## config.mk

```make
export PLATFORM = sky130hd
export DESIGN_NAME = i2c_ctl
export DESIGN_NICKNAME = d
export VERILOG_FILES = /design/src/logic/i2c_ctl_pkg.sv /design/src/logic/sync2.sv /design/src/logic/i2c_ctl.sv
export SDC_FILE = /design/constraint.sdc
export NUM_CORES = 1
export LEC_CHECK = 0
export ABC_AREA = 1
export BUFFER_PORTS_ARGS = -buffer_cell sky130_fd_sc_hd__buf_2
export CORE_AREA = 5 5 124 126
export DETAILED_ROUTE_END_ITERATION = 12
export DIE_AREA = 0 0 129 131
export GPL_TIMING_DRIVEN = 0
export PLACE_DENSITY = 0.89
export SYNTH_ARGS = -nofsm -noshare
export SYNTH_HDL_FRONTEND = slang
export SYNTH_SLANG_ARGS = --single-unit
```

## constraint.sdc

```tcl
create_clock -name mclk -period 2.6 [get_ports mclk]
set_input_delay 0.52 -clock mclk [delete_from_list [all_inputs] [get_ports mclk]]
set_output_delay 0.52 -clock mclk [all_outputs]
set_load 0.02 [all_outputs]
```

## src/logic/i2c_ctl_pkg.sv

```systemverilog
// Shared constants and types for the two-wire bus control block.
// Assumes a Wishbone classic slave port with 32-bit data, 16-bit registers.
package i2c_ctl_pkg;
  localparam int ADR_W = 5;
  localparam logic [ADR_W-1:0] OFS_CTRL = 5'h00;
  localparam logic [ADR_W-1:0] OFS_STAT = 5'h04;
  localparam logic [ADR_W-1:0] OFS_BAUD = 5'h08;
  localparam logic [ADR_W-1:0] OFS_MASK = 5'h0c;
  localparam logic [ADR_W-1:0] OFS_ISRC = 5'h10;
  localparam logic [ADR_W-1:0] OFS_TX   = 5'h14;
  localparam logic [ADR_W-1:0] OFS_OWN  = 5'h18;
  localparam logic [ADR_W-1:0] OFS_RX   = 5'h1c;
  // Control register bit positions.
  localparam int CTL_ON    = 15;
  localparam int CTL_TEN   = 10;
  localparam int CTL_STOP  = 2;
  localparam int CTL_START = 0;
  localparam int CTL_LOW_W = 5;
  localparam logic [15:0] CTRL_WMASK = 16'h8405;
  // Status register bit positions.
  localparam int ST_MFLAG = 0;
  localparam int ST_SFLAG = 1;
  localparam int ST_CFLAG = 2;
  localparam int ST_ACKST = 3;
  localparam int ST_WCOL  = 4;
  localparam int ST_BUSY  = 5;
  localparam int ST_RW    = 6;
  // Current source control fields, then mask width, baud floor, ten-bit header and last bit count.
  localparam int ISRC_EN  = 15;
  localparam int SEL_LSB  = 8;
  localparam int SEL_W    = 3;
  localparam int TRIM_W   = 6;
  localparam int NUM_SRC  = 4;
  localparam int MASK_W   = 10;
  localparam logic [15:0] BAUD_MIN = 16'h0002;
  localparam logic [4:0] TEN_HDR = 5'h1e;
  localparam logic [3:0] LAST_BIT = 4'h8;
  typedef enum logic [2:0] {M_IDLE, M_START, M_LOW, M_HIGH,
                            M_STOP_LOW, M_STOP_HIGH, M_STOP_END} mst_t;
  typedef enum logic [2:0] {S_IDLE, S_ADDR, S_ADDR2, S_DATA,
                            S_ACK, S_SKIP} slv_t;
  typedef struct packed {
    logic        m;
    logic        s;
    logic        c;
  } evt_t;
endpackage

```

## src/logic/sync2.sv

```systemverilog
// Two flip-flop synchroniser for one asynchronous level.
// Assumes the input is a pin level from outside the mclk domain.
module sync2 (
  input  wire logic mclk,    // System clock.
  input  wire logic reset_n, // Asynchronous reset, active low.
  input  wire logic d,       // Asynchronous input level.
  output logic      q        // Synchronised level.
);
  logic meta_r;

  always_ff @(posedge mclk or negedge reset_n) begin
    if (!reset_n) begin
      meta_r <= 1'b1;
      q      <= 1'b1;
    end else begin
      meta_r <= d;
      q      <= meta_r;
    end
  end
endmodule

```

## src/logic/i2c_ctl.sv

```systemverilog
// Two-wire bus control layer: enable, pin takeover, master and slave
// engines, event flags, baud generator, address mask, current source.
// Assumes Wishbone classic on mclk; bus pins are open drain, resolved
// outside; higher_prio_i comes from logic on mclk.
//
// The Wishbone interface to the registers and the register offsets were decided locally.
module i2c_ctl
  import i2c_ctl_pkg::*;
#(
  parameter int BAUD_W = 16
) (
  input  wire logic              mclk,        // System clock.
  input  wire logic              reset_n,     // Async reset, low.
  input  wire logic              wb_cyc_i,    // Bus cycle.
  input  wire logic              wb_stb_i,    // Bus strobe.
  input  wire logic              wb_we_i,     // Write enable.
  input  wire logic [ADR_W-1:0]  wb_adr_i,    // Byte address.
  input  wire logic [3:0]        wb_sel_i,    // Byte lanes.
  input  wire logic [31:0]       wb_dat_i,    // Write data.
  output logic      [31:0]       wb_dat_o,    // Read data.
  output logic                   wb_ack_o,    // Acknowledge.
  input  wire logic              scl_i,       // Clock line level.
  output logic                   scl_o,       // Clock line drive value.
  output logic                   scl_oe,      // Clock line pulled low.
  input  wire logic              sda_i,       // Data line level.
  output logic                   sda_o,       // Data line drive value.
  output logic                   sda_oe,      // Data line pulled low.
  input  wire logic              higher_prio_i, // Other owner of pins.
  output logic                   pins_owned,  // Module owns pins.
  output logic                   current_out_enable, // Source on.
  output logic [NUM_SRC-1:0]     current_out_pin,    // One-hot pin.
  output logic [TRIM_W-1:0]      current_trim_value  // Trim code.
);
  if (BAUD_W < 2 || BAUD_W > 16) begin : g_chk
    $error("BAUD_W must lie between 2 and 16");
  end

  logic [15:0]        ctrl_r, ctrl_nxt;
  logic [BAUD_W-1:0]  baud_r, baud_nxt;
  logic [MASK_W-1:0]  mask_r, mask_nxt;
  logic [MASK_W-1:0]  own_r, own_nxt;
  logic               isrc_en_r, isrc_en_nxt;
  logic [SEL_W-1:0]   sel_r, sel_nxt;
  logic [TRIM_W-1:0]  trim_r, trim_nxt;
  logic [7:0]         tx_r, tx_nxt;
  logic               tx_go_r, tx_go_nxt;
  logic               mflag_r, mflag_nxt;
  logic               sflag_r, sflag_nxt;
  logic               cflag_r, cflag_nxt;
  logic               wcol_r, wcol_nxt;
  logic [31:0]        dat_r, dat_nxt;
  logic               ack_r, ack_nxt;
  logic               req;
  logic               m_busy;
  logic               on;
  logic [15:0]        wr;
  evt_t               ev;
  logic               start_done, stop_done;

  function automatic logic [15:0] wmerge(input logic [15:0] o,
                                         input logic [31:0] d,
                                         input logic [3:0]  s);
    wmerge = {s[1] ? d[15:8] : o[15:8], s[0] ? d[7:0] : o[7:0]};
  endfunction

  // Engine state declared early so the register file can read it.
  mst_t               mst_r, mst_nxt;
  slv_t               slv_r, slv_nxt, safter_r, safter_nxt;
  logic               ackst_r, ackst_nxt;
  logic               rw_r, rw_nxt;
  logic [7:0]         rx_r, rx_nxt;

  assign on     = ctrl_r[CTL_ON];
  assign req    = wb_cyc_i & wb_stb_i & ~ack_r;
  assign m_busy = (mst_r != M_IDLE) | ctrl_r[CTL_START] |
                  ctrl_r[CTL_STOP] | tx_go_r;

  always_comb begin
    ctrl_nxt    = ctrl_r;
    baud_nxt    = baud_r;
    mask_nxt    = mask_r;
    own_nxt     = own_r;
    isrc_en_nxt = isrc_en_r;
    sel_nxt     = sel_r;
    trim_nxt    = trim_r;
    tx_nxt      = tx_r;
    tx_go_nxt   = 1'b0;
    ack_nxt     = req;
    dat_nxt     = 32'h0000_0000;
    wr          = 16'h0000;
    mflag_nxt   = mflag_r;
    sflag_nxt   = sflag_r;
    cflag_nxt   = cflag_r;
    wcol_nxt    = wcol_r;
    if (start_done)
      ctrl_nxt[CTL_START] = 1'b0;
    if (stop_done)
      ctrl_nxt[CTL_STOP] = 1'b0;
    if (req && wb_we_i) begin
      case (wb_adr_i)
        OFS_CTRL: begin
          wr = wmerge(ctrl_r, wb_dat_i, wb_sel_i) & CTRL_WMASK;
          if (m_busy)
            wr[CTL_LOW_W-1:0] = ctrl_r[CTL_LOW_W-1:0];
          ctrl_nxt = wr;
        end
        OFS_STAT: begin
          wr = wmerge(16'h0000, wb_dat_i, wb_sel_i);
          mflag_nxt = mflag_r & ~wr[ST_MFLAG];
          sflag_nxt = sflag_r & ~wr[ST_SFLAG];
          cflag_nxt = cflag_r & ~wr[ST_CFLAG];
          wcol_nxt  = wcol_r & ~wr[ST_WCOL];
        end
        OFS_BAUD: begin
          wr = wmerge(16'(baud_r), wb_dat_i, wb_sel_i);
          baud_nxt = wr[BAUD_W-1:0];
        end
        OFS_MASK: begin
          wr = wmerge(16'(mask_r), wb_dat_i, wb_sel_i);
          mask_nxt = wr[MASK_W-1:0];
        end
        OFS_ISRC: begin
          wr = wmerge({isrc_en_r, 4'h0, sel_r, 2'h0, trim_r},
                      wb_dat_i, wb_sel_i);
          isrc_en_nxt = wr[ISRC_EN];
          sel_nxt     = wr[SEL_LSB +: SEL_W];
          trim_nxt    = wr[TRIM_W-1:0];
        end
        OFS_OWN: begin
          wr = wmerge(16'(own_r), wb_dat_i, wb_sel_i);
          own_nxt = wr[MASK_W-1:0];
        end
        OFS_TX: begin
          if (m_busy || !on || !wb_sel_i[0]) begin
            wcol_nxt = 1'b1;
          end else begin
            tx_nxt    = wb_dat_i[7:0];
            tx_go_nxt = 1'b1;
          end
        end
        default: ;
      endcase
    end
    if (req && !wb_we_i) begin
      case (wb_adr_i)
        OFS_CTRL: dat_nxt = {16'h0000, ctrl_r};
        OFS_STAT: begin
          dat_nxt[ST_MFLAG] = mflag_r;
          dat_nxt[ST_SFLAG] = sflag_r;
          dat_nxt[ST_CFLAG] = cflag_r;
          dat_nxt[ST_ACKST] = ackst_r;
          dat_nxt[ST_WCOL]  = wcol_r;
          dat_nxt[ST_BUSY]  = m_busy;
          dat_nxt[ST_RW]    = rw_r;
        end
        OFS_BAUD: dat_nxt = 32'(baud_r);
        OFS_MASK: dat_nxt = 32'(mask_r);
        OFS_ISRC: dat_nxt = {16'h0000, isrc_en_r, 4'h0, sel_r,
                             2'h0, trim_r};
        OFS_TX:   dat_nxt = {24'h000000, tx_r};
        OFS_OWN:  dat_nxt = 32'(own_r);
        OFS_RX:   dat_nxt = {24'h000000, rx_r};
        default:  dat_nxt = 32'h0000_0000;
      endcase
    end
    // Hardware events win over a same-cycle software clear.
    mflag_nxt = mflag_nxt | ev.m;
    sflag_nxt = sflag_nxt | ev.s;
    cflag_nxt = cflag_nxt | ev.c;
    if (!ctrl_nxt[CTL_ON]) begin
      ctrl_nxt[CTL_START] = 1'b0;
      ctrl_nxt[CTL_STOP]  = 1'b0;
    end
  end

  always_ff @(posedge mclk or negedge reset_n) begin
    if (!reset_n) begin
      ctrl_r    <= 16'h0000;
      baud_r    <= BAUD_W'(BAUD_MIN);
      mask_r    <= '0;
      own_r     <= '0;
      isrc_en_r <= 1'b0;
      sel_r     <= '0;
      trim_r    <= '0;
      tx_r      <= 8'h00;
      tx_go_r   <= 1'b0;
      mflag_r   <= 1'b0;
      sflag_r   <= 1'b0;
      cflag_r   <= 1'b0;
      wcol_r    <= 1'b0;
      dat_r     <= 32'h0000_0000;
      ack_r     <= 1'b0;
    end else begin
      ctrl_r    <= ctrl_nxt;
      baud_r    <= baud_nxt;
      mask_r    <= mask_nxt;
      own_r     <= own_nxt;
      isrc_en_r <= isrc_en_nxt;
      sel_r     <= sel_nxt;
      trim_r    <= trim_nxt;
      tx_r      <= tx_nxt;
      tx_go_r   <= tx_go_nxt;
      mflag_r   <= mflag_nxt;
      sflag_r   <= sflag_nxt;
      cflag_r   <= cflag_nxt;
      wcol_r    <= wcol_nxt;
      dat_r     <= dat_nxt;
      ack_r     <= ack_nxt;
    end
  end
  assign wb_dat_o = dat_r;
  assign wb_ack_o = ack_r;

  // Pin sampling and bus condition detection.
  logic scl_s, sda_s, scl_q, sda_q;
  logic scl_rise, scl_fall, start_det, stop_det;

  sync2 u_sync_scl (.mclk(mclk), .reset_n(reset_n), .d(scl_i), .q(scl_s));
  sync2 u_sync_sda (.mclk(mclk), .reset_n(reset_n), .d(sda_i), .q(sda_s));

  assign scl_rise  = scl_s & ~scl_q;
  assign scl_fall  = ~scl_s & scl_q;
  assign start_det = scl_s & scl_q & sda_q & ~sda_s;
  assign stop_det  = scl_s & scl_q & ~sda_q & sda_s;

  logic [BAUD_W-1:0]  cnt_r, cnt_nxt, reload;
  logic [3:0]         bitn_r, bitn_nxt, sbit_r, sbit_nxt;
  logic [7:0]         shift_r, shift_nxt, sshift_r, sshift_nxt;
  logic               mscl_r, mscl_nxt, msda_r, msda_nxt;
  logic               ssda_r, ssda_nxt;
  logic               own_oe_r, own_oe_nxt;
  logic               cur_en_r;
  logic [NUM_SRC-1:0] cur_pin_r, cur_pin_nxt;
  logic               bz, match;

  // Values below two are not served; they run as two.
  assign reload = (baud_r < BAUD_W'(BAUD_MIN)) ?
                  BAUD_W'(BAUD_MIN) : baud_r;
  assign bz = (cnt_r == '0);

  always_comb begin
    cnt_nxt    = bz ? cnt_r : cnt_r - 1'b1;
    mst_nxt    = mst_r;
    bitn_nxt   = bitn_r;
    shift_nxt  = shift_r;
    mscl_nxt   = mscl_r;
    msda_nxt   = msda_r;
    ackst_nxt  = ackst_r;
    slv_nxt    = slv_r;
    safter_nxt = safter_r;
    sbit_nxt   = sbit_r;
    sshift_nxt = sshift_r;
    ssda_nxt   = ssda_r;
    rw_nxt     = rw_r;
    rx_nxt     = rx_r;
    ev         = '0;
    start_done = 1'b0;
    stop_done  = 1'b0;
    match      = 1'b0;
    // Master engine.
    case (mst_r)
      M_IDLE: begin
        if (ctrl_r[CTL_START]) begin
          if (!scl_s || !sda_s) begin
            ev.c = 1'b1;
            ev.m = 1'b1;
            start_done = 1'b1;
          end else begin
            msda_nxt = 1'b1;
            cnt_nxt  = reload;
            mst_nxt  = M_START;
          end
        end else if (ctrl_r[CTL_STOP]) begin
          msda_nxt = 1'b1;
          mscl_nxt = 1'b1;
          cnt_nxt  = reload;
          mst_nxt  = M_STOP_LOW;
        end else if (tx_go_r) begin
          shift_nxt = tx_r;
          msda_nxt  = ~tx_r[7];
          mscl_nxt  = 1'b1;
          bitn_nxt  = 4'h0;
          cnt_nxt   = reload;
          mst_nxt   = M_LOW;
        end
      end
      M_START: if (bz) begin
        mscl_nxt   = 1'b1;
        start_done = 1'b1;
        ev.m       = 1'b1;
        mst_nxt    = M_IDLE;
      end
      M_LOW: if (bz) begin
        mscl_nxt = 1'b0;
        cnt_nxt  = reload;
        mst_nxt  = M_HIGH;
      end
      M_HIGH: begin
        if (!scl_s) begin
          cnt_nxt = reload;
        end else if (bz) begin
          if (bitn_r == LAST_BIT) begin
            ackst_nxt = sda_s;
          end
          if (bitn_r != LAST_BIT && !msda_r && !sda_s) begin
            ev.c     = 1'b1;
            ev.m     = 1'b1;
            msda_nxt = 1'b0;
            mst_nxt  = M_IDLE;
          end else if (bitn_r == LAST_BIT) begin
            mscl_nxt = 1'b1;
            ev.m     = 1'b1;
            mst_nxt  = M_IDLE;
          end else begin
            mscl_nxt  = 1'b1;
            bitn_nxt  = bitn_r + 4'h1;
            shift_nxt = {shift_r[6:0], 1'b0};
            msda_nxt  = (bitn_r == LAST_BIT - 4'h1) ? 1'b0 : ~shift_r[6];
            cnt_nxt   = reload;
            mst_nxt   = M_LOW;
          end
        end
      end
      M_STOP_LOW: if (bz) begin
        mscl_nxt = 1'b0;
        cnt_nxt  = reload;
        mst_nxt  = M_STOP_HIGH;
      end
      M_STOP_HIGH: begin
        if (!scl_s) begin
          cnt_nxt = reload;
        end else if (bz) begin
          msda_nxt = 1'b0;
          cnt_nxt  = reload;
          mst_nxt  = M_STOP_END;
        end
      end
      M_STOP_END: if (bz) begin
        ev.m      = 1'b1;
        ev.c      = ~sda_s;
        stop_done = 1'b1;
        mst_nxt   = M_IDLE;
      end
      default: mst_nxt = M_IDLE;
    endcase
    // Slave engine runs beside the master on the same samples.
    if (scl_rise && slv_r inside {S_ADDR, S_ADDR2, S_DATA}) begin
      sshift_nxt = {sshift_r[6:0], sda_s};
      sbit_nxt   = sbit_r + 4'h1;
    end
    if (scl_fall && sbit_r == LAST_BIT) begin
      sbit_nxt = 4'h0;
      case (slv_r)
        S_ADDR: begin
          if (ctrl_r[CTL_TEN]) begin
            match = sshift_r[7:3] == TEN_HDR && !sshift_r[0] &&
                    ((sshift_r[2:1] ^ own_r[9:8]) & ~mask_r[9:8])
                    == 2'b00;
            safter_nxt = S_ADDR2;
          end else begin
            match = ((sshift_r[7:1] ^ own_r[6:0]) & ~mask_r[6:0])
                    == 7'h00 || sshift_r[7:1] == 7'h00;
            rw_nxt     = sshift_r[0];
            ev.s       = match;
            safter_nxt = sshift_r[0] ? S_SKIP : S_DATA;
          end
        end
        S_ADDR2: begin
          match = ((sshift_r ^ own_r[7:0]) & ~mask_r[7:0])
                  == 8'h00;
          rw_nxt     = 1'b0;
          ev.s       = match;
          safter_nxt = S_DATA;
        end
        S_DATA: begin
          match  = 1'b1;
          rx_nxt = sshift_r;
          ev.s   = 1'b1;
        end
        default: match = 1'b0;
      endcase
      if (slv_r inside {S_ADDR, S_ADDR2, S_DATA}) begin
        ssda_nxt = match;
        slv_nxt  = match ? S_ACK : S_SKIP;
      end
    end else if (scl_fall && slv_r == S_ACK) begin
      ssda_nxt = 1'b0;
      slv_nxt  = safter_r;
    end
    if (start_det) begin
      slv_nxt  = S_ADDR;
      sbit_nxt = 4'h0;
      ssda_nxt = 1'b0;
      ev.s     = 1'b1;
    end else if (stop_det) begin
      slv_nxt  = S_IDLE;
      ssda_nxt = 1'b0;
      ev.s     = 1'b1;
    end
    own_oe_nxt = on & ~higher_prio_i;
    if (!on) begin
      mst_nxt  = M_IDLE;
      slv_nxt  = S_IDLE;
      mscl_nxt = 1'b0;
      msda_nxt = 1'b0;
      ssda_nxt = 1'b0;
      ev       = '0;
    end
    case (sel_r)
      3'h1, 3'h2, 3'h3, 3'h4:
        cur_pin_nxt = NUM_SRC'(1) << (sel_r - 3'h1);
      default: cur_pin_nxt = '0;
    endcase
  end

  always_ff @(posedge mclk or negedge reset_n) begin
    if (!reset_n) begin
      cnt_r     <= '0;
      mst_r     <= M_IDLE;
      bitn_r    <= 4'h0;
      shift_r   <= 8'h00;
      mscl_r    <= 1'b0;
      msda_r    <= 1'b0;
      ackst_r   <= 1'b0;
      slv_r     <= S_IDLE;
      safter_r  <= S_IDLE;
      sbit_r    <= 4'h0;
      sshift_r  <= 8'h00;
      ssda_r    <= 1'b0;
      rw_r      <= 1'b0;
      rx_r      <= 8'h00;
      scl_q     <= 1'b1;
      sda_q     <= 1'b1;
      own_oe_r  <= 1'b0;
      scl_oe    <= 1'b0;
      sda_oe    <= 1'b0;
      cur_en_r  <= 1'b0;
      cur_pin_r <= '0;
    end else begin
      cnt_r     <= cnt_nxt;
      mst_r     <= mst_nxt;
      bitn_r    <= bitn_nxt;
      shift_r   <= shift_nxt;
      mscl_r    <= mscl_nxt;
      msda_r    <= msda_nxt;
      ackst_r   <= ackst_nxt;
      slv_r     <= slv_nxt;
      safter_r  <= safter_nxt;
      sbit_r    <= sbit_nxt;
      sshift_r  <= sshift_nxt;
      ssda_r    <= ssda_nxt;
      rw_r      <= rw_nxt;
      rx_r      <= rx_nxt;
      scl_q     <= scl_s;
      sda_q     <= sda_s;
      own_oe_r  <= own_oe_nxt;
      scl_oe    <= own_oe_nxt & mscl_nxt;
      sda_oe    <= own_oe_nxt & (msda_nxt | ssda_nxt);
      cur_en_r  <= isrc_en_r;
      cur_pin_r <= cur_pin_nxt;
    end
  end
  assign scl_o              = 1'b0;
  assign sda_o              = 1'b0;
  assign pins_owned         = own_oe_r;
  assign current_out_enable = cur_en_r;
  assign current_out_pin    = cur_pin_r;
  assign current_trim_value = trim_r;

  property p_mask_hi;
    @(posedge mclk) disable iff (!reset_n)
    ack_r && !$past(wb_we_i) && $past(wb_adr_i) == OFS_MASK
    |-> dat_r[15:10] == 6'h00;
  endproperty
  a_mask_hi: assert property (p_mask_hi)
    else $error("mask upper bits not zero");
  property p_src_en;
    @(posedge mclk) disable iff (!reset_n)
    ##1 current_out_enable == $past(isrc_en_r);
  endproperty
  a_src_en: assert property (p_src_en)
    else $error("current enable does not follow register");
  property p_src_pin;
    @(posedge mclk) disable iff (!reset_n)
    (sel_r == 3'h0 || sel_r > 3'h4) |=> current_out_pin == '0;
  endproperty
  a_src_pin: assert property (p_src_pin)
    else $error("pin selected for idle or reserved code");
  property p_off_release;
    @(posedge mclk) disable iff (!reset_n)
    !on |=> !scl_oe && !sda_oe;
  endproperty
  a_off_release: assert property (p_off_release)
    else $error("lines driven while disabled");
  property p_owned;
    @(posedge mclk) disable iff (!reset_n)
    ##1 pins_owned == $past(on && !higher_prio_i);
  endproperty
  a_owned: assert property (p_owned)
    else $error("pin ownership wrong");
  property p_start_flag;
    @(posedge mclk) disable iff (!reset_n)
    $fell(ctrl_r[CTL_START]) && on |-> mflag_r;
  endproperty
  a_start_flag: assert property (p_start_flag)
    else $error("start cleared without master flag");
  property p_byte_flag;
    @(posedge mclk) disable iff (!reset_n)
    on && mst_r == M_HIGH && mst_nxt == M_IDLE |=> mflag_r;
  endproperty
  a_byte_flag: assert property (p_byte_flag)
    else $error("byte end without master flag");
  property p_coll;
    @(posedge mclk) disable iff (!reset_n)
    ev.c |=> cflag_r && mflag_r;
  endproperty
  a_coll: assert property (p_coll)
    else $error("collision not flagged");
  property p_count;
    @(posedge mclk) disable iff (!reset_n)
    !bz && mst_r == M_LOW ##1 mst_r == M_LOW |-> cnt_r == $past(cnt_r) - 1'b1;
  endproperty
  a_count: assert property (p_count)
    else $error("baud counter did not step down");
endmodule

```

==> results of run 1 <==
-- cells by family after synthesis --
| logic type | share of synthesized area |
|---|---|
| other | 0.000462 |
| AND/OR/NAND/NOR | 0.249 |
| XOR/XNOR | 0.00972 |
| buffers and inverters | 0.0973 |
| flip-flops | 0.479 |
| AO/OA/AOI/OAI | 0.155 |
| adder cells (fa/ha/maj) | 0.00925 |
-- power groups by stage --
stage               clock [uW]  sequential [uW]  combinational [uW]
detailed placement           0             2880                1860
floorplan                    0             2850                1410
global placement             0             2880                1800
global route              2570             2880                2160
finish                    2450             2850                1920
CTS                       2460             2840                1890
-- final cells by class --
type                       count  area share
timing repair buffer          62      0.0364
buffer                        34      0.0231
tap                          184      0.0247
clock buffer                  22      0.0498
sequential                   155       0.417
clock inverter                10      0.0126
multi-input combinational    707       0.375
inverter                     153      0.0616
-- cell usage after synthesis (5+ instances only) --
| master | count |
|---|---|
| sky130_fd_sc_hd__o21ai_1 | 24 |
| sky130_fd_sc_hd__xor2_1 | 7 |
| sky130_fd_sc_hd__ha_1 | 6 |
| sky130_fd_sc_hd__nor2_1 | 78 |
| sky130_fd_sc_hd__dfstp_2 | 7 |
| sky130_fd_sc_hd__dfrtp_1 | 148 |
| sky130_fd_sc_hd__inv_1 | 136 |
| sky130_fd_sc_hd__o21ai_2 | 8 |
| sky130_fd_sc_hd__nor3_1 | 21 |
| sky130_fd_sc_hd__inv_2 | 17 |
| sky130_fd_sc_hd__nor3_2 | 5 |
| sky130_fd_sc_hd__o21ai_0 | 104 |
| sky130_fd_sc_hd__nand3_1 | 56 |
| sky130_fd_sc_hd__o22ai_1 | 6 |
| sky130_fd_sc_hd__a221oi_1 | 7 |
| sky130_fd_sc_hd__a21oi_1 | 42 |
| sky130_fd_sc_hd__buf_4 | 19 |
| sky130_fd_sc_hd__clkbuf_1 | 12 |
| sky130_fd_sc_hd__nand2_1 | 249 |
| sky130_fd_sc_hd__nor2_2 | 9 |
| sky130_fd_sc_hd__nand4_1 | 15 |
| sky130_fd_sc_hd__o211ai_1 | 10 |
-- layer usage --
| layer | global-route usage | vias to the layer above | routed length, um | share of wire |
|---|---|---|---|---|
| li1 | - | 3539 | - | - |
| met1 | 0.336 | 3538 | 8320 | 0.38 |
| met2 | 0.459 | 383 | 11000 | 0.50 |
| met3 | 0.0512 | 81 | 1710 | 0.077 |
| met4 | 0.137 | 0 | 1010 | 0.046 |
| met5 | 0 | - | 0 | 0 |
-- state kept, by name, indices dropped and copies added, names as in the netlist, 3 cells and up --
signal              flops
bitn_r                  4
ctrl_r                  4
tx_r                    8
slv_r                   3
wb_dat_o               16
safter_r                3
own_r                  10
shift_r                 7
rx_r                    8
mask_r                 10
sel_r                   3
mst_r                   3
sbit_r                  4
baud_r                 16
current_trim_value      6
current_out_pin         4
cnt_r                  16
sshift_r                8
-- worst reg2reg max path: stages (launching register included) --
cell,delay [ps]
sky130_fd_sc_hd__dfrtp_1,400
sky130_fd_sc_hd__inv_1,100
sky130_fd_sc_hd__ha_1,150
sky130_fd_sc_hd__nand2_1,60
sky130_fd_sc_hd__nor2_2,250
sky130_fd_sc_hd__nor3_2,100
sky130_fd_sc_hd__nor2_2,280
sky130_fd_sc_hd__nand2b_4,90
sky130_fd_sc_hd__nand2_4,70
sky130_fd_sc_hd__inv_2,40
sky130_fd_sc_hd__nand2_2,70
sky130_fd_sc_hd__nand2_4,70
sky130_fd_sc_hd__inv_2,90
sky130_fd_sc_hd__nand2_1,160
sky130_fd_sc_hd__nand3_1,150
sky130_fd_sc_hd__o21ai_1,90
-- through the flow --
step | worst slack, ps | total power, uW | TNS [ps] | util
finish | 317 | 7220 | 0 | 0.657
global placement | -1230 | 4680 | -181900 | 0.613
floorplan | 708 | 4260 | 0 | -
global route | 166 | 7600 | 0 | 0.657
detailed placement | 120 | 4740 | 0 | 0.616
CTS | 359 | 7200 | 0 | 0.657
-- worst paths after layout --
| kind | from | end | depth (start not counted) |
|---|---|---|---|
| worst min-delay path | reset_n | own_r[7]$_DFFE_PN0P_ | 1 |
| worst min register to register | u_sync_sda.meta_r$_DFF_PN1_ | u_sync_sda.q$_DFF_PN1_ | 0 |
| min in group mclk | scl_i | u_sync_scl.meta_r$_DFF_PN1_ | 1 |
| max in group asynchronous | reset_n | u_sync_scl.q$_DFF_PN1_ | 2 |
| worst max register to register | bitn_r[0]$_DFFE_PN0P_ | cnt_r[14]$_DFF_PN0_ | 15 |
| worst max-delay path | bitn_r[0]$_DFFE_PN0P_ | cnt_r[14]$_DFF_PN0_ | 15 |
==> impl_summary.txt, run 1 <==
----------------------------------------------------
[Synthesis]
  Flop and latch count out of synthesis ... 155
  Warning count from the yosys run ... 0
  Portion of the post-synthesis area used by sequential elements ... 0.479
  Top cells by area, synth ... sky130_fd_sc_hd__dfrtp_1 46%, sky130_fd_sc_hd__nand2_1 12%, sky130_fd_sc_hd__o21ai_0 6.4%
  Number of standard cells after synthesis ... 1032
  Dominant register cell in the synthesized netlist ... sky130_fd_sc_hd__dfrtp_1
  Leading area contributor after synthesis ... sky130_fd_sc_hd__dfrtp_1
  Count of cell types in the netlist ... 47
  Avg Inst Size Synth ... 7.86 sq um
  Post-synth ARST share ... 1.00
  Number of flops mapped to enable cells by yosys ... 0
  Top cell type's share of synthesized area ... 0.457
  Post-synthesis cell area ... 8110 sq um

[Clock tree]
  TritonCTS clock tree ... yes
  Post-cts repair resize count ... 0
  Number of clock sinks ... 155
  Setup bufs post-CTS ... 0
  H-Tree Level Count ... 4
  Post-CTS Hold Buffers ... 0
  Number of buffers on the longest clock path ... 2
  Clock-pin slew of the registers on the worst-case setup and hold paths ... 60 ps
  Cts bufs inserted ... 17
  Clock insertion delay at the later pin of the skew report ... 430 ps
  Clock root buffer master ... sky130_fd_sc_hd__clkbuf_16

[Power]
  Proportion of power drawn by combinational gates ... 0.265
  LEAKAGE ... 0.00459 uW
  Maximum vdd drop ... 0.636 mV
  Ratio of total power to cell area ... 774 nW/um^2
  Power dissipated by switching net loads ... 2490 uW
  Portion of total power attributed to the clock network ... 0.340
  Share of power burned in registers ... 0.395
  Sw Share ... 0.345
  Total internal power ... 4730 uW

[Critical path]
  Internal reg-to-reg setup slack ... 320 ps
  Endpoint class of the critical path ... flop
  Critical Setup Path Class ... reg -> reg
  Delay of the slowest cell on the worst path ... 400 ps
  Slowest cell on the critical path ... sky130_fd_sc_hd__dfrtp_1
  Sum of buffers and inverters on the critical path ... 3
  Type of element launching the critical path ... flop
  Category of cells accounting for the largest share of critical-path delay ... simple AND/OR/NAND/NOR gates
  Worst Path Max Fanout ... 6
  Worst EP required ... 2910 ps
  Arrival time of data at the critical path endpoint ... 2590 ps
  Chain of cells forming the critical path ... inv_1 > ha_1 > nand2_1 > nor2_2 > nor3_2 > nor2_2 > nand2b_4 > nand2_4 > inv_2 > nand2_2 > nand2_4 > inv_2 > nand2_1 > nand3_1 > o21ai_1

[Floorplanning]
  Die area ... 16900 sq um
  FP Rows ... 44
  Initial core utilization ... 0.571
  Total core area ... 14200 sq um
  Die extent in y ... 131 um
  Top-Level Pins ... 98
  DIE WIDTH ... 129 um

[Cells and area]
  Most frequent standard cell in the layout excluding fill and tap cells ... sky130_fd_sc_hd__nand2_1
  # fillers ... 1156
  Area occupied by multi-input gates ... 3500 sq um
  Leading cell types in the layout, fill and taps excluded ... 249 x sky130_fd_sc_hd__nand2_1, 148 x sky130_fd_sc_hd__dfrtp_1, 136 x sky130_fd_sc_hd__inv_1, 104 x sky130_fd_sc_hd__o21ai_0, 78 x sky130_fd_sc_hd__nor2_1
  Fraction of final layout cells sized beyond drive strength 1 ... 0.159
  Antenna diode count ... 0
  Non-filler cells, final ... 1327
  Area growth from synthesis to layout ... 15.0%
  Register area ... 3890 sq um
  Final design area excluding fillers ... 9330 sq um
  NumNets Final ... 1185

[Place]
  Port buffer count ... 61
  Estimated wirelength of the detail-placed design ... 16100 um
  Placed Instances ... 1295
  RD Place Congestion ... 0.946
  Cell Area, Placed ... 8740 sq um

[Outcome]
  Run status ... complete, no violations

[Routing]
  Wire length per cell ... 16.6 um
  Final wirelength ... 22000 um
  Number of remaining DRC errors ... 0
  Via density per instance ... 5.68
  Number of design-rule violations left by the first detailed-router iteration ... 877
  Detailed-router iteration count before antenna repair ... 5
  Vias ... 7541
  ANT nets after route ... 0

[Global route]
  Aggregate global-route resource usage ... 0.272
  Antenna violations before repair ... 0
  First-pass GRT wire length ... 35700 um
  Maximum number of pins on one net before global-route repair ... 99
  Remaining global-route overflow ... 0
  Number of global-route vias before repair ... 7109

[Job]
  Count of max-cap constraint violations ... 0

[STA]
  Maximum achievable frequency ... 0.438 GHz
  Setup repair after global routing missed its margin ... no
  Final hold violation count ... 0
  Final setup violation count ... 0
  Period minus WS final ... 2280 ps
  Fin crit share ... 0.878
  Number of max-slew violations in the final report ... 0
  Transition time at the pin with the least slew margin ... 542 ps
  Setup skew after layout ... 10.3 ps
  Worst slew slack as a fraction of its limit ... 0.639
  Post-route worst hold slack ... 53.7 ps

[Hold path]
  Worst min-delay path category ... in -> async

----------------------------------------------------
No activity file was read; power rests on OpenSTA's default activity.
==> run 2, diff against run 1 <==
--- a/config.mk
+++ b/config.mk
@@ -7,11 +7,11 @@
 export LEC_CHECK = 0
 export ABC_AREA = 1
 export BUFFER_PORTS_ARGS = -buffer_cell sky130_fd_sc_hd__buf_2
-export CORE_AREA = 5 5 124 126
+export CORE_AREA = 5 5 130 132
 export DETAILED_ROUTE_END_ITERATION = 12
-export DIE_AREA = 0 0 129 131
+export DIE_AREA = 0 0 135 137
 export GPL_TIMING_DRIVEN = 0
-export PLACE_DENSITY = 0.89
+export PLACE_DENSITY = 0.86
 export SYNTH_ARGS = -nofsm -noshare
 export SYNTH_HDL_FRONTEND = slang
 export SYNTH_SLANG_ARGS = --single-unit
==> constraint.sdc (replaced) <==
create_clock -name mclk -period 2.1 [get_ports mclk]
set_input_delay 0.42 -clock mclk [delete_from_list [all_inputs] [get_ports mclk]]
set_output_delay 0.42 -clock mclk [all_outputs]
set_load 0.02 [all_outputs]
==> run 2 against run 1 <==
  * Flip-flop and latch count unchanged
  * Combinational power up 33%
  * Core utilization down 3.8 points
  * Cell area up 3.4%
  * Critical endpoint is now ctrl_r[2]$_DFFE_PN0P_
  * Largest power group unchanged
  * Highest routed layer unchanged
==> impl_summary.txt, run 2 (synthesis results as in run 1) <==
----------------------------------------------------
[Place]
  Estimated wirelength of the detail-placed design ... 16300 um (+1.4%)
  RD Place Congestion ... 0.978 (+3.4%)
  Post-Place Setup Slack ... -307 ps (-426 ps)
  Placed Instances ... 1327 (+2.5%)
  Port buffer count ... 61 (unchanged)

[STA]
  Setup skew after layout ... 7.43 ps (-2.91 ps)
  Transition time at the pin with the least slew margin ... 696 ps (+154 ps)
  Final setup violation count ... 0 (unchanged)
  Number of max-slew violations in the final report ... 0 (unchanged)
  Worst path setup slack after routing ... 88.1 ps (-229 ps)
  Maximum achievable frequency ... 0.497 GHz (+13%)
  Period minus WS final ... 2010 ps (-271 ps)
  Fin crit share ... 0.958 (+0.0801)
  Worst slew slack as a fraction of its limit ... 0.536 (-0.103)
  Final hold violation count ... 0 (unchanged)

[Cells and area]
  NumNets Final ... 1202 (+1.4%)
  Non-filler cells, final ... 1376 (+3.7%)
  Leading cell types in the layout, fill and taps excluded ... 243 x sky130_fd_sc_hd__nand2_1, 147 x sky130_fd_sc_hd__dfrtp_1, 133 x sky130_fd_sc_hd__inv_1, 104 x sky130_fd_sc_hd__o21ai_0, 73 x sky130_fd_sc_hd__nor2_1
  Area growth from synthesis to layout ... 18.9%
  # fillers ... 1315 (+14%)
  Finished Core Util ... 0.619 (-0.0381)
  Most frequent standard cell in the layout excluding fill and tap cells ... sky130_fd_sc_hd__nand2_1
  Fraction of final layout cells sized beyond drive strength 1 ... 0.191 (+0.0313)
  Antenna diode count ... 0 (unchanged)

[Routing]
  Number of design-rule violations left by the first detailed-router iteration ... 713 (-19%)
  ANT nets after route ... 0 (unchanged)
  Wire length per cell ... 16.3 um (-1.7%)
  Detailed-router iteration count before antenna repair ... 8 (+3)
  Number of remaining DRC errors ... 0 (unchanged)
  Vias ... 7573 (+0.42%)
  Final wirelength ... 22400 um (+2.0%)
  Via density per instance ... 5.50 (-3.2%)

[Floorplanning]
  Initial core utilization ... 0.520 (-0.0510)
  DIE WIDTH ... 135 um (+4.7%)
  Top-Level Pins ... 98 (unchanged)
  FP Rows ... 46 (+4.5%)
  Die extent in y ... 137 um (+4.6%)
  Die area ... 18500 sq um (+9.4%)
  Total core area ... 15600 sq um (+9.8%)

[Global route]
  Global Route met2 Usage ... 0.429 (-0.0300)
  M1 GR Usage ... 0.311 (-0.0256)
  Number of global-route vias before repair ... 7335 (+3.2%)
  Antenna violations before repair ... 0 (unchanged)
  Maximum number of pins on one net before global-route repair ... 81 (-18%)
  Aggregate global-route resource usage ... 0.251 (-0.0206)
  Met3 global-route usage ... 0.0471 (-0.00416)
  First-pass GRT wire length ... 36600 um (+2.5%)
  Remaining global-route overflow ... 0 (unchanged)
  Layer carrying the most global-route usage ... met2

[Critical path]
  Worst EP required ... 2420 ps (-490 ps)
  Endpoint class of the critical path ... flop
  Critical Setup Path Class ... reg -> reg
  Arrival time of data at the critical path endpoint ... 2330 ps (-260 ps)
  Delay of the slowest cell on the worst path ... 390 ps (about the same)
  Most Frequent Cell on Critical Path ... sky130_fd_sc_hd__o21ai_1
  Worst Path Max Fanout ... 6 (unchanged)
  Chain of cells forming the critical path ... nor3_2 > nand2_2 > nor2_4 > nand2_1 > o21ai_1 > inv_1 > nand3_1 > o21ai_1
  Slowest cell on the critical path ... sky130_fd_sc_hd__dfrtp_1
  Path depth of the worst reg2reg path ... 8 (-7)
  Type of element launching the critical path ... flop

[Clock tree]
  TritonCTS clock tree ... yes
  Cts bufs inserted ... 17 (unchanged)
  Number of clock sinks ... 155 (unchanged)
  Number of buffers on the longest clock path ... 2 (unchanged)
  Clock insertion delay at the later pin of the skew report ... 430 ps (about the same)
  Clock-pin slew of the registers on the worst-case setup and hold paths ... 60 ps (about the same)
  Clock root buffer master ... sky130_fd_sc_hd__clkbuf_16
  H-Tree Level Count ... 4 (unchanged)

[Outcome]
  Run status ... complete, no violations

[Power]
  Ratio of total power to cell area ... 965 nW/um^2 (+25%)
  Portion of total power attributed to the clock network ... 0.345 (+0.005)
  Maximum vdd drop ... 0.617 mV (-3.0%)
  LEAKAGE ... 0.00473 uW (+3.0%)
  Proportion of power drawn by combinational gates ... 0.274 (+0.009)
  Total internal power ... 6170 uW (+31%)
  Sw Share ... 0.337 (-0.00798)
  Power dissipated by switching net loads ... 3140 uW (+26%)
  Share of power burned in registers ... 0.382 (-0.013)

[Job]
  Count of max-cap constraint violations ... 0 (unchanged)

[Hold path]
  Worst min-delay path category ... in -> async

----------------------------------------------------
## run 2: changes by cell type in the layout (fill, tap and decap cells not counted), sizes merged
cell and delta:
buf +18, bufinv +2, inv -1, clkinv +2
clkinvlp -4
## run 2: what timing repair did
| action | in CTS | in global routing |
|---|---|---|
| endpoints found under the setup margin | 28 | 65 |
| hold buffers | 0 | 0 |
| gates resized for setup | 10 | 31 |
| buffers inserted | 2 | 15 |
| cloned | 0 | 1 |
| pin swaps | 1 | 6 |
## run 2: final cells by class
type,count,area (sq um),share of cell area
buffer,33,218,0.0226
clock buffer,23,458,0.0475
clock inverter,9,149,0.0154
inverter,153,577,0.0598
multi-input combinational,707,3610,0.375
sequential,155,3890,0.403
tap,216,270,0.0280
timing repair buffer,80,474,0.0492
## run 2: worst max-delay path, delay by kind of cell (launching register included)
| kind | cells | cell delay [ps] |
|---|---|---|
| simple gates | 5 | 990 |
| flops | 1 | 390 |
| compound gates | 2 | 380 |
| buf+inv | 1 | 140 |
## run 2: power by group through the flow
stage	sequential [uW]	clock (uW)	combinational, uW
CTS	3530	3220	2370
detailed placement	3570	0	2310
finish	3550	3210	2550
floorplan	3530	0	1740
global placement	3560	0	2240
global route	3590	3350	2840
## run 2: worst paths after layout
kind                                                  start  slack, ps                          end
worst max-delay path                     wb_ack_o$_DFF_PN0_         90        ctrl_r[2]$_DFFE_PN0P_
worst min-delay path                                reset_n         30         sel_r[1]$_DFFE_PN0P_
worst max register to register           wb_ack_o$_DFF_PN0_         90        ctrl_r[2]$_DFFE_PN0P_
worst min register to register  u_sync_scl.meta_r$_DFF_PN1_        360       u_sync_scl.q$_DFF_PN1_
max in group asynchronous                           reset_n       1210       u_sync_scl.q$_DFF_PN1_
min in group mclk                                     sda_i         80  u_sync_sda.meta_r$_DFF_PN1_
## run 2: stage by stage
stage          setup TNS (ps)  hold slack, ps  area (sq um)  total power (uW)
5_1_grt                  -135            79.0          9650              9780
3_3_place_gp          -246620             345          8750              5810
4_1_cts                     0            45.0          9450              9120
2_1_floorplan               0             124          8180              5270
6_report                    0            27.0          9650              9310
3_5_place_dp            -3840             349          8780              5890
## run 2: per-layer routing
| layer | vias up | routed length [um] |
|---|---|---|
| li1 | 3566 | - |
| met5 | - | 0 |
| met2 | 338 | 11200 |
| met1 | 3597 | 8820 |
| met4 | 0 | 861 |
| met3 | 72 | 1590 |
